### config.mk
export PLATFORM = sky130hd
export DESIGN_NAME = pdsr_pad_drive_bank
export DESIGN_NICKNAME = d
export VERILOG_FILES = /design/src/pdsr_pkg.sv /design/src/pdsr_reg_if.sv /design/src/pdsr_drive_reg.sv /design/src/pdsr_pad_drive_bank.sv
export SDC_FILE = /design/constraint.sdc
export NUM_CORES = 1
export LEC_CHECK = 0
export ABC_AREA = 1
export BUFFER_PORTS_ARGS = -buffer_cell sky130_fd_sc_hd__clkbuf_2
export CAP_MARGIN = 20
export CORE_UTILIZATION = 30
export DETAILED_ROUTE_END_ITERATION = 16
export HOLD_SLACK_MARGIN = 0.1
export PLACE_DENSITY = 0.51
export SYNTH_ARGS = -nofsm -noshare
export SYNTH_HDL_FRONTEND = slang
export SYNTH_HIERARCHICAL = 1
export SYNTH_SLANG_ARGS = --single-unit
### constraint.sdc
create_clock -name clock -period 4.7 [get_ports clock]
set_clock_uncertainty 0.15 [all_clocks]
set_input_delay 0 -clock clock [delete_from_list [all_inputs] [get_ports clock]]
set_output_delay 0 -clock clock [all_outputs]
set_load 0.01 [all_outputs]
### src/pdsr_pkg.sv
// Purpose: Constants for the pad drive strength register bank.
// Assumes: 16-bit register port addressed at the printed register offsets.
// Notes:   Masks mark implemented bits; every other bit is reserved.
package pdsr_pkg;
   localparam int          ADDR_W    = 16;
   localparam int          DATA_W    = 16;
   localparam int          NUM_REGS  = 5;
   // Register order used by every array below.
   localparam int          IDX_BCLK  = 0;
   localparam int          IDX_FCLK  = 1;
   localparam int          IDX_MULTI = 2;
   localparam int          IDX_SOUT  = 3;
   localparam int          IDX_MISC  = 4;
   localparam int          NUM_BCLK  = 12;
   localparam int          NUM_FCLK  = 12;
   localparam int          NUM_MULTI = 12;
   localparam int          NUM_SOUT  = 9;
   localparam int          NUM_MISC  = 7;
   localparam logic [15:0] ADDR_BIT_CLOCK_PAD_DRIVE      = 16'he247;
   localparam logic [15:0] ADDR_FRAME_CLOCK_PAD_DRIVE    = 16'he248;
   localparam logic [15:0] ADDR_MULTIPURPOSE_PAD_DRIVE   = 16'he249;
   localparam logic [15:0] ADDR_SERIAL_OUT_PAD_DRIVE     = 16'he24a;
   localparam logic [15:0] ADDR_MISC_PAD_DRIVE           = 16'he24c;
   localparam logic [15:0] REG_ADDR [NUM_REGS] = '{
      ADDR_BIT_CLOCK_PAD_DRIVE, ADDR_FRAME_CLOCK_PAD_DRIVE, ADDR_MULTIPURPOSE_PAD_DRIVE,
      ADDR_SERIAL_OUT_PAD_DRIVE, ADDR_MISC_PAD_DRIVE};
   localparam logic [15:0] MASK_BIT_CLOCK    = 16'h0fff;
   localparam logic [15:0] MASK_FRAME_CLOCK  = 16'h0fff;
   localparam logic [15:0] MASK_MULTIPURPOSE = 16'h0fff;
   localparam logic [15:0] MASK_SERIAL_OUT   = 16'h01ff;
   localparam logic [15:0] MASK_MISC         = 16'h007f;
   localparam logic [15:0] REG_MASK [NUM_REGS] = '{
      MASK_BIT_CLOCK, MASK_FRAME_CLOCK, MASK_MULTIPURPOSE, MASK_SERIAL_OUT, MASK_MISC};
   // All strength bits come up as low drive.
   localparam logic [15:0] RESET_VALUE = 16'h0000;
   // Bit positions inside the misc register.
   localparam int          MISC_MCLK_BIT   = 0;
   localparam int          MISC_SPDIF_BIT  = 1;
   localparam int          MISC_CPDOUT_BIT = 2;
   localparam int          MISC_AD0_BIT    = 3;
   localparam int          MISC_AD1_BIT    = 4;
   localparam int          MISC_LATCH_BIT  = 5;
   localparam int          MISC_CPCLK_BIT  = 6;
endpackage

### src/pdsr_reg_if.sv
// Purpose: Write path and stored value of one strength register.
// Assumes: Single clock domain shared by both ends.
// Notes:   The bank decoder drives the strobe; the register returns its value.
`timescale 1ns/1ps
interface pdsr_reg_if;
   logic        wrEn;
   logic [15:0] wrData;
   logic [15:0] value;
   modport ctrl  (output wrEn, output wrData, input value);
   modport owner (input wrEn, input wrData, output value);
endinterface

### src/pdsr_drive_reg.sv
// Purpose: One 16-bit strength register with reserved bits held at zero.
// Assumes: Reset is already synchronised to the clock.
// Notes:   MASK marks the implemented bits.
`timescale 1ns/1ps
module pdsr_drive_reg #(
   parameter logic [15:0] MASK = 16'hffff
) (
   input  wire logic  clock,
   input  wire logic  rstSync_n,
   pdsr_reg_if.owner  bus
);
   import pdsr_pkg::*;

   logic [15:0] value_q;
   logic [15:0] value_d;

   assign value_d   = bus.wrEn ? (bus.wrData & MASK) : value_q;
   assign bus.value = value_q;

   always_ff @(posedge clock or negedge rstSync_n) begin
      if (!rstSync_n) begin
         value_q <= RESET_VALUE;
      end else begin
         value_q <= value_d;
      end
   end
endmodule

### src/pdsr_pad_drive_bank.sv
// Purpose: Pad drive strength register bank feeding the pad cells.
// Assumes: Register port strobes are one cycle long and synchronous to clock.
// Notes:   A high output selects the strong pad driver; low selects the weak one.
//
// Added by the designer: the strobed register port.
`timescale 1ns/1ps

// Behaviour
// Bit-clock register bits 11..0 set bit clock pad drive while pin is master.
// A cleared bit selects low drive, a set bit selects high drive.
// Frame-clock register bits 11..0 set frame clock pad drive while pin is master.
// Multipurpose register bits 11..0 set pad drive while pin is an output.
// Serial-output register bits 8..0 set serial data output pads 8..0.
// Misc register bits 6..0 drive control port, S/PDIF and clock output pads.
// Every strength bit resets to low drive; software keeps it unless needed.
// Reserved bits read as zero and ignore writes.
module pdsr_pad_drive_bank (
   // Clock and reset
   input  wire logic                            clock,
   input  wire logic                            rst_n,
   // Register port
   input  wire logic [pdsr_pkg::ADDR_W-1:0]     regAddr,
   input  wire logic [pdsr_pkg::DATA_W-1:0]     regWrData,
   input  wire logic                            regWrite,
   input  wire logic                            regRead,
   output logic      [pdsr_pkg::DATA_W-1:0]     regRdData,
   // Pin direction state from the pin controllers
   input  wire logic [pdsr_pkg::NUM_BCLK-1:0]   bitClockIsMaster,
   input  wire logic [pdsr_pkg::NUM_FCLK-1:0]   frameClockIsMaster,
   input  wire logic [pdsr_pkg::NUM_MULTI-1:0]  multipurposePinIsOutput,
   // High drive selects to the pad cells
   output logic      [pdsr_pkg::NUM_BCLK-1:0]   bitClockHighDrive,
   output logic      [pdsr_pkg::NUM_FCLK-1:0]   frameClockHighDrive,
   output logic      [pdsr_pkg::NUM_MULTI-1:0]  multipurposePinHighDrive,
   output logic      [pdsr_pkg::NUM_SOUT-1:0]   serialDataOutputPinHighDrive,
   output logic                                 controlPortClockPinHighDrive,
   output logic                                 controlPortLatchPinHighDrive,
   output logic                                 address1OrDataInPinHighDrive,
   output logic                                 address0PinHighDrive,
   output logic                                 controlPortDataOutPinHighDrive,
   output logic                                 spdifOutputPinHighDrive,
   output logic                                 masterClockOutputPinHighDrive
);
   import pdsr_pkg::*;

   // Reset is released through two flops so the bank never leaves reset mid-edge.
   logic        rstMetaN_q;
   logic        rstSyncN_q;

   always_ff @(posedge clock or negedge rst_n) begin
      if (!rst_n) begin
         rstMetaN_q <= 1'b0;
         rstSyncN_q <= 1'b0;
      end else begin
         rstMetaN_q <= 1'b1;
         rstSyncN_q <= rstMetaN_q;
      end
   end

   pdsr_reg_if  regBus [NUM_REGS] ();
   logic [NUM_REGS-1:0] addrHit;
   logic [15:0]         regValue [NUM_REGS];
   logic [15:0]         readMux;

   genvar g;
   generate
      for (g = 0; g < NUM_REGS; g++) begin : gen_reg
         assign addrHit[g]         = (regAddr == REG_ADDR[g]);
         assign regBus[g].wrEn     = regWrite && addrHit[g];
         assign regBus[g].wrData   = regWrData;
         assign regValue[g]        = regBus[g].value;
         pdsr_drive_reg #(
            .MASK      (REG_MASK[g])
         ) u_reg (
            .clock     (clock),
            .rstSync_n (rstSyncN_q),
            .bus       (regBus[g])
         );
      end
   endgenerate

   // Unmapped addresses read as zero; stored values already hold reserved bits at zero.
   always_comb begin
      readMux = 16'h0000;
      for (int i = 0; i < NUM_REGS; i++) begin
         if (addrHit[i]) begin
            readMux = regValue[i];
         end
      end
   end

   // Read data stands only in the cycle after the read strobe.
   always_ff @(posedge clock or negedge rstSyncN_q) begin
      if (!rstSyncN_q) begin
         regRdData <= 16'h0000;
      end else begin
         regRdData <= regRead ? readMux : 16'h0000;
      end
   end

   // Clock and multipurpose settings only reach a pad the device is driving.
   logic [NUM_BCLK-1:0]  bclkDrive;
   logic [NUM_FCLK-1:0]  fclkDrive;
   logic [NUM_MULTI-1:0] multiDrive;
   logic [NUM_MISC-1:0]  miscDrive;

   assign bclkDrive = regValue[IDX_BCLK][NUM_BCLK-1:0] & bitClockIsMaster;
   assign fclkDrive = regValue[IDX_FCLK][NUM_FCLK-1:0] & frameClockIsMaster;
   assign multiDrive = regValue[IDX_MULTI][NUM_MULTI-1:0] & multipurposePinIsOutput;
   assign miscDrive = regValue[IDX_MISC][NUM_MISC-1:0];

   always_ff @(posedge clock or negedge rstSyncN_q) begin
      if (!rstSyncN_q) begin
         bitClockHighDrive              <= '0;
         frameClockHighDrive            <= '0;
         multipurposePinHighDrive       <= '0;
         serialDataOutputPinHighDrive   <= '0;
         controlPortClockPinHighDrive   <= 1'b0;
         controlPortLatchPinHighDrive   <= 1'b0;
         address1OrDataInPinHighDrive   <= 1'b0;
         address0PinHighDrive           <= 1'b0;
         controlPortDataOutPinHighDrive <= 1'b0;
         spdifOutputPinHighDrive        <= 1'b0;
         masterClockOutputPinHighDrive  <= 1'b0;
      end else begin
         bitClockHighDrive              <= bclkDrive;
         frameClockHighDrive            <= fclkDrive;
         multipurposePinHighDrive       <= multiDrive;
         serialDataOutputPinHighDrive   <= regValue[IDX_SOUT][NUM_SOUT-1:0];
         controlPortClockPinHighDrive   <= miscDrive[MISC_CPCLK_BIT];
         controlPortLatchPinHighDrive   <= miscDrive[MISC_LATCH_BIT];
         address1OrDataInPinHighDrive   <= miscDrive[MISC_AD1_BIT];
         address0PinHighDrive           <= miscDrive[MISC_AD0_BIT];
         controlPortDataOutPinHighDrive <= miscDrive[MISC_CPDOUT_BIT];
         spdifOutputPinHighDrive        <= miscDrive[MISC_SPDIF_BIT];
         masterClockOutputPinHighDrive  <= miscDrive[MISC_MCLK_BIT];
      end
   end
endmodule

==> flow_summary.rst <==
.. list-table::
   :header-rows: 1

   * - Metric
     - Value
   * - Total via count in the routed design
     - 4519
   * - Die area
     - 0.01889 sq mm
   * - Leakage
     - 4.356 nW
   * - Fraction of layout instances using a drive strength above 1
     - 0.2218
   * - H-tree depth
     - 4
   * - Pin count of the biggest net entering global routing
     - 57
   * - Routed Antenna Nets
     - 0
   * - Total CTS buffers
     - 17
   * - Drt initial violations
     - 162
   * - Final wirelength
     - 14230 um
   * - Setup bufs post-CTS
     - 0
   * - Top post-synthesis cells by area
     - sky130_fd_sc_hd__dfrtp_1 55%, sky130_fd_sc_hd__nand2_1 17%, sky130_fd_sc_hd__inv_1 7.3%, sky130_fd_sc_hd__buf_4 4.6%, sky130_fd_sc_hd__o21ai_0 3.0%
   * - Peak per-stage delay on the critical path
     - 0.79 ns
   * - Most area-hungry cell type in the Yosys netlist
     - sky130_fd_sc_hd__dfrtp_1
   * - Post-CTS clock slew at the launch and capture registers of the worst setup and hold paths
     - 0.06 ns
   * - Overall routing resource usage
     - 0.1641
   * - Die X
     - 137.5 um
   * - Final-report setup violation count
     - 0
   * - Library cells used by synthesis
     - 24
   * - Fin Hold WS
     - 0.1498 ns
   * - Critical Path Sink Type
     - flip-flop
   * - Setup repair after global routing missed its margin
     - no
   * - Die height
     - 137.5 um
   * - Area growth from synthesis to layout
     - 34.46%
   * - Sink count of the clock tree
     - 122
   * - Number of global-route vias before repair
     - 4287
   * - CTS tree
     - done
   * - Cell Area, Synth
     - 0.005504 sq mm
   * - Mapped Cells
     - 659
   * - Cell with the largest stage delay on the worst path
     - sky130_fd_sc_hd__nor2_1
   * - Data arrival time of the critical path
     - 2.65 ns
   * - Insertion delay to the later sink of the worst-skew pair
     - 0.42 ns
   * - Fraction of registers with async set/reset
     - 1.000
   * - Data required time of the worst path
     - 4.85 ns
   * - Wire length of the first global-routing pass
     - 22680 um
   * - Routed wire per std cell
     - 13.05 um
   * - Post-CTS Hold Buffers
     - 59
   * - I/O pin total
     - 140
   * - Most used standard cells in the synthesized netlist
     - 248 x sky130_fd_sc_hd__nand2_1, 122 x sky130_fd_sc_hd__dfrtp_1, 107 x sky130_fd_sc_hd__inv_1, 34 x sky130_fd_sc_hd__buf_4, 33 x sky130_fd_sc_hd__o21ai_0
   * - Pre-CTS setup slack
     - 1.939 ns
   * - Mean cell area of the mapped netlist
     - 8.352 sq um
   * - Sink of the worst hold path
     - multipurposePinHighDrive[1]
   * - Clk root buf
     - sky130_fd_sc_hd__clkbuf_16
   * - Worst setup slack after layout
     - 2.196 ns
   * - Minimum setup slack among reg-to-reg paths
     - 3.17 ns
   * - Final-layout setup total negative slack
     - 0 ns
   * - Share of the clock period used by the worst path after layout
     - 0.5327
   * - Yosys warnings
     - 6
   * - Remaining global-route overflow
     - 0
   * - Design Power
     - 2.505 mW
   * - Maximum clock frequency
     - 399.4 MHz
   * - Antenna violations before repair
     - 0
   * - Final critical-path required period
     - 2.504 ns
   * - Peak ir drop on the vdd network
     - 0.2524 mV
   * - Endpoint of the lowest-slack register-to-register path
     - regRdData[8]
   * - Hpwl dp
     - 9614 um
   * - Startpoint of the lowest-slack register-to-register path
     - rstSyncN_q
   * - Cell depth of the worst flop-to-flop path
     - 1
   * - Row cnt
     - 49
   * - Number of enable flip-flop cells after synthesis
     - 0
   * - Post-synth top area share
     - 0.5547
   * - Kind of path behind the tightest hold check
     - input port to flip-flop
   * - Final #Nets
     - 920
   * - Total count of hold-check failures in the final report
     - 0
   * - Most frequent cell after synthesis
     - sky130_fd_sc_hd__nand2_1
   * - Number of resized instances in the post-cts repair step
     - 0
   * - Router iterations before antenna repair
     - 5
   * - Result of the run
     - completed
   * - Routability-driven placement congestion ratio
     - 0.7424
   * - Sequential-to-total area share from yosys stat
     - 0.5547
   * - Initial Util
     - 0.3064
   * - Worst Hold Path Cells
     - 4
   * - Slew Limit Headroom
     - 0.3166
   * - Main flop type after synthesis
     - sky130_fd_sc_hd__dfrtp_1
   * - Critical path's most frequent cell
     - sky130_fd_sc_hd__nand2_1
   * - Layout Utilization
     - 0.4120
   * - Maximum fanout encountered on the critical timing path
     - 17
   * - Launch instance of the worst min-delay path
     - multipurposePinIsOutput[1]
   * - Placeable core region
     - 0.01796 sq mm
   * - Max-cap check violation count
     - 0
   * - Per-cell via count in the routed design
     - 4.146
   * - Total power divided by cell area
     - 338.5 mW/mm^2
   * - Startpoint kind of the worst setup timing path
     - input port
   * - Class of the most critical setup path
     - input port to flip-flop
   * - Number of flip-flops and latches in the synthesized netlist
     - 122
   * - Final number of max-transition violations
     - 0
   * - Antenna diode count
     - 0
   * - CTS max path bufs
     - 2
   * - Post-route DRC
     - 0
   * - Critical-path cell list
     - dlygate4sd3_1 -> clkbuf_2 -> nand2_1 -> inv_1 -> nand2_1 -> nor2_4 -> nand2_1 -> nor2_1 -> inv_2 -> nand2_1 -> nand2_1
   * - Count of port buffers added during placement
     - 135
   * - Slew of the pin with the lowest slew margin
     - 1.021 ns
cell type report:
class	count	area, sq um
Tap cell	229	286.5
Sequential cell	122	3057
Clock buffer	20	456.7
Multi-Input combinational cell	395	1729
Inverter	114	427.9
Fill cell	1855	10560
Timing Repair Buffer	198	1296
Clock inverter	12	147.6
through the flow:
step | cells | area, sq um
floorplan | 682 | 5590
global placement | 999 | 6206
detailed placement | 999 | 6206
CTS | 1090 | 7401
global route | 1090 | 7401
finish | 1090 | 7401
routing by layer:
| metal | global-route usage | wire length (um) | vias to the layer above |
|---|---|---|---|
| met2 | 0.2683 | 6969 | 116 |
| met5 | 0 | 0 | - |
| met3 | 0.03716 | 591 | 16 |
| li1 | - | - | 2301 |
| met1 | 0.2085 | 6422 | 2086 |
| met4 | 0.06654 | 245 | 0 |
power by group:
group          total (mW)  internal, mW  switching (mW)
registers            1.06          1.05         0.00954
clock network        1.33         0.857           0.477
logic               0.110        0.0565          0.0531
total                2.51          1.97           0.540
kinds of logic after synthesis:
logic type             after synthesis  share of synthesized area
AO/OA/AOI/OAI                       56                    0.05297
buffers and inverters              165                     0.1469
flip-flops                         122                     0.5547
other                                6                   0.004092
AND/OR/NAND/NOR                    310                     0.2414
sequential cells by signal (all words and copies together) (netlist names), 9 cells and up:
name / cells
bitClockHighDrive: 12
serialDataOutputPinHighDrive: 9
frameClockHighDrive: 12
multipurposePinHighDrive: 12
gen.u_reg/bus.value: 52
regRdData: 16
worst max-delay path: cells and delay by family:
family                 cells  cell delay [ns]
buffers and inverters      4             1.05
AND/OR/NAND/NOR            7             1.59
worst max path at each step:
stage           startpoint                              to  slack [ns]  depth (start not counted)
3_5_place_dp   regAddr[11]   gen_reg[4].u_reg/bus.value[6]        1.94                          9
4_1_cts         regAddr[0]   gen_reg[0].u_reg/bus.value[3]        2.22                         11
6_report        regAddr[0]  gen_reg[0].u_reg/bus.value[11]        2.20                         11
2_1_floorplan   rstSyncN_q            address0PinHighDrive        0.90                          0
3_3_place_gp   regAddr[11]   gen_reg[4].u_reg/bus.value[6]        1.94                          9
5_1_grt         regAddr[0]   gen_reg[0].u_reg/bus.value[9]        1.89                         11
cell usage in the layout (no fill, tap or decap), drive strengths merged:
cell type and n:
conb 29, o21ai 48, nand2 249, dlygate4sd3 59, dfrtp 122, clkbuf 155, clkinvlp 5, nor3 3
inv 114, clkinv 4, bufinv 3, buf 4, nand4 16, nand3 29, nor2 13, a21oi 8
Power figures use the tool's default switching activity.
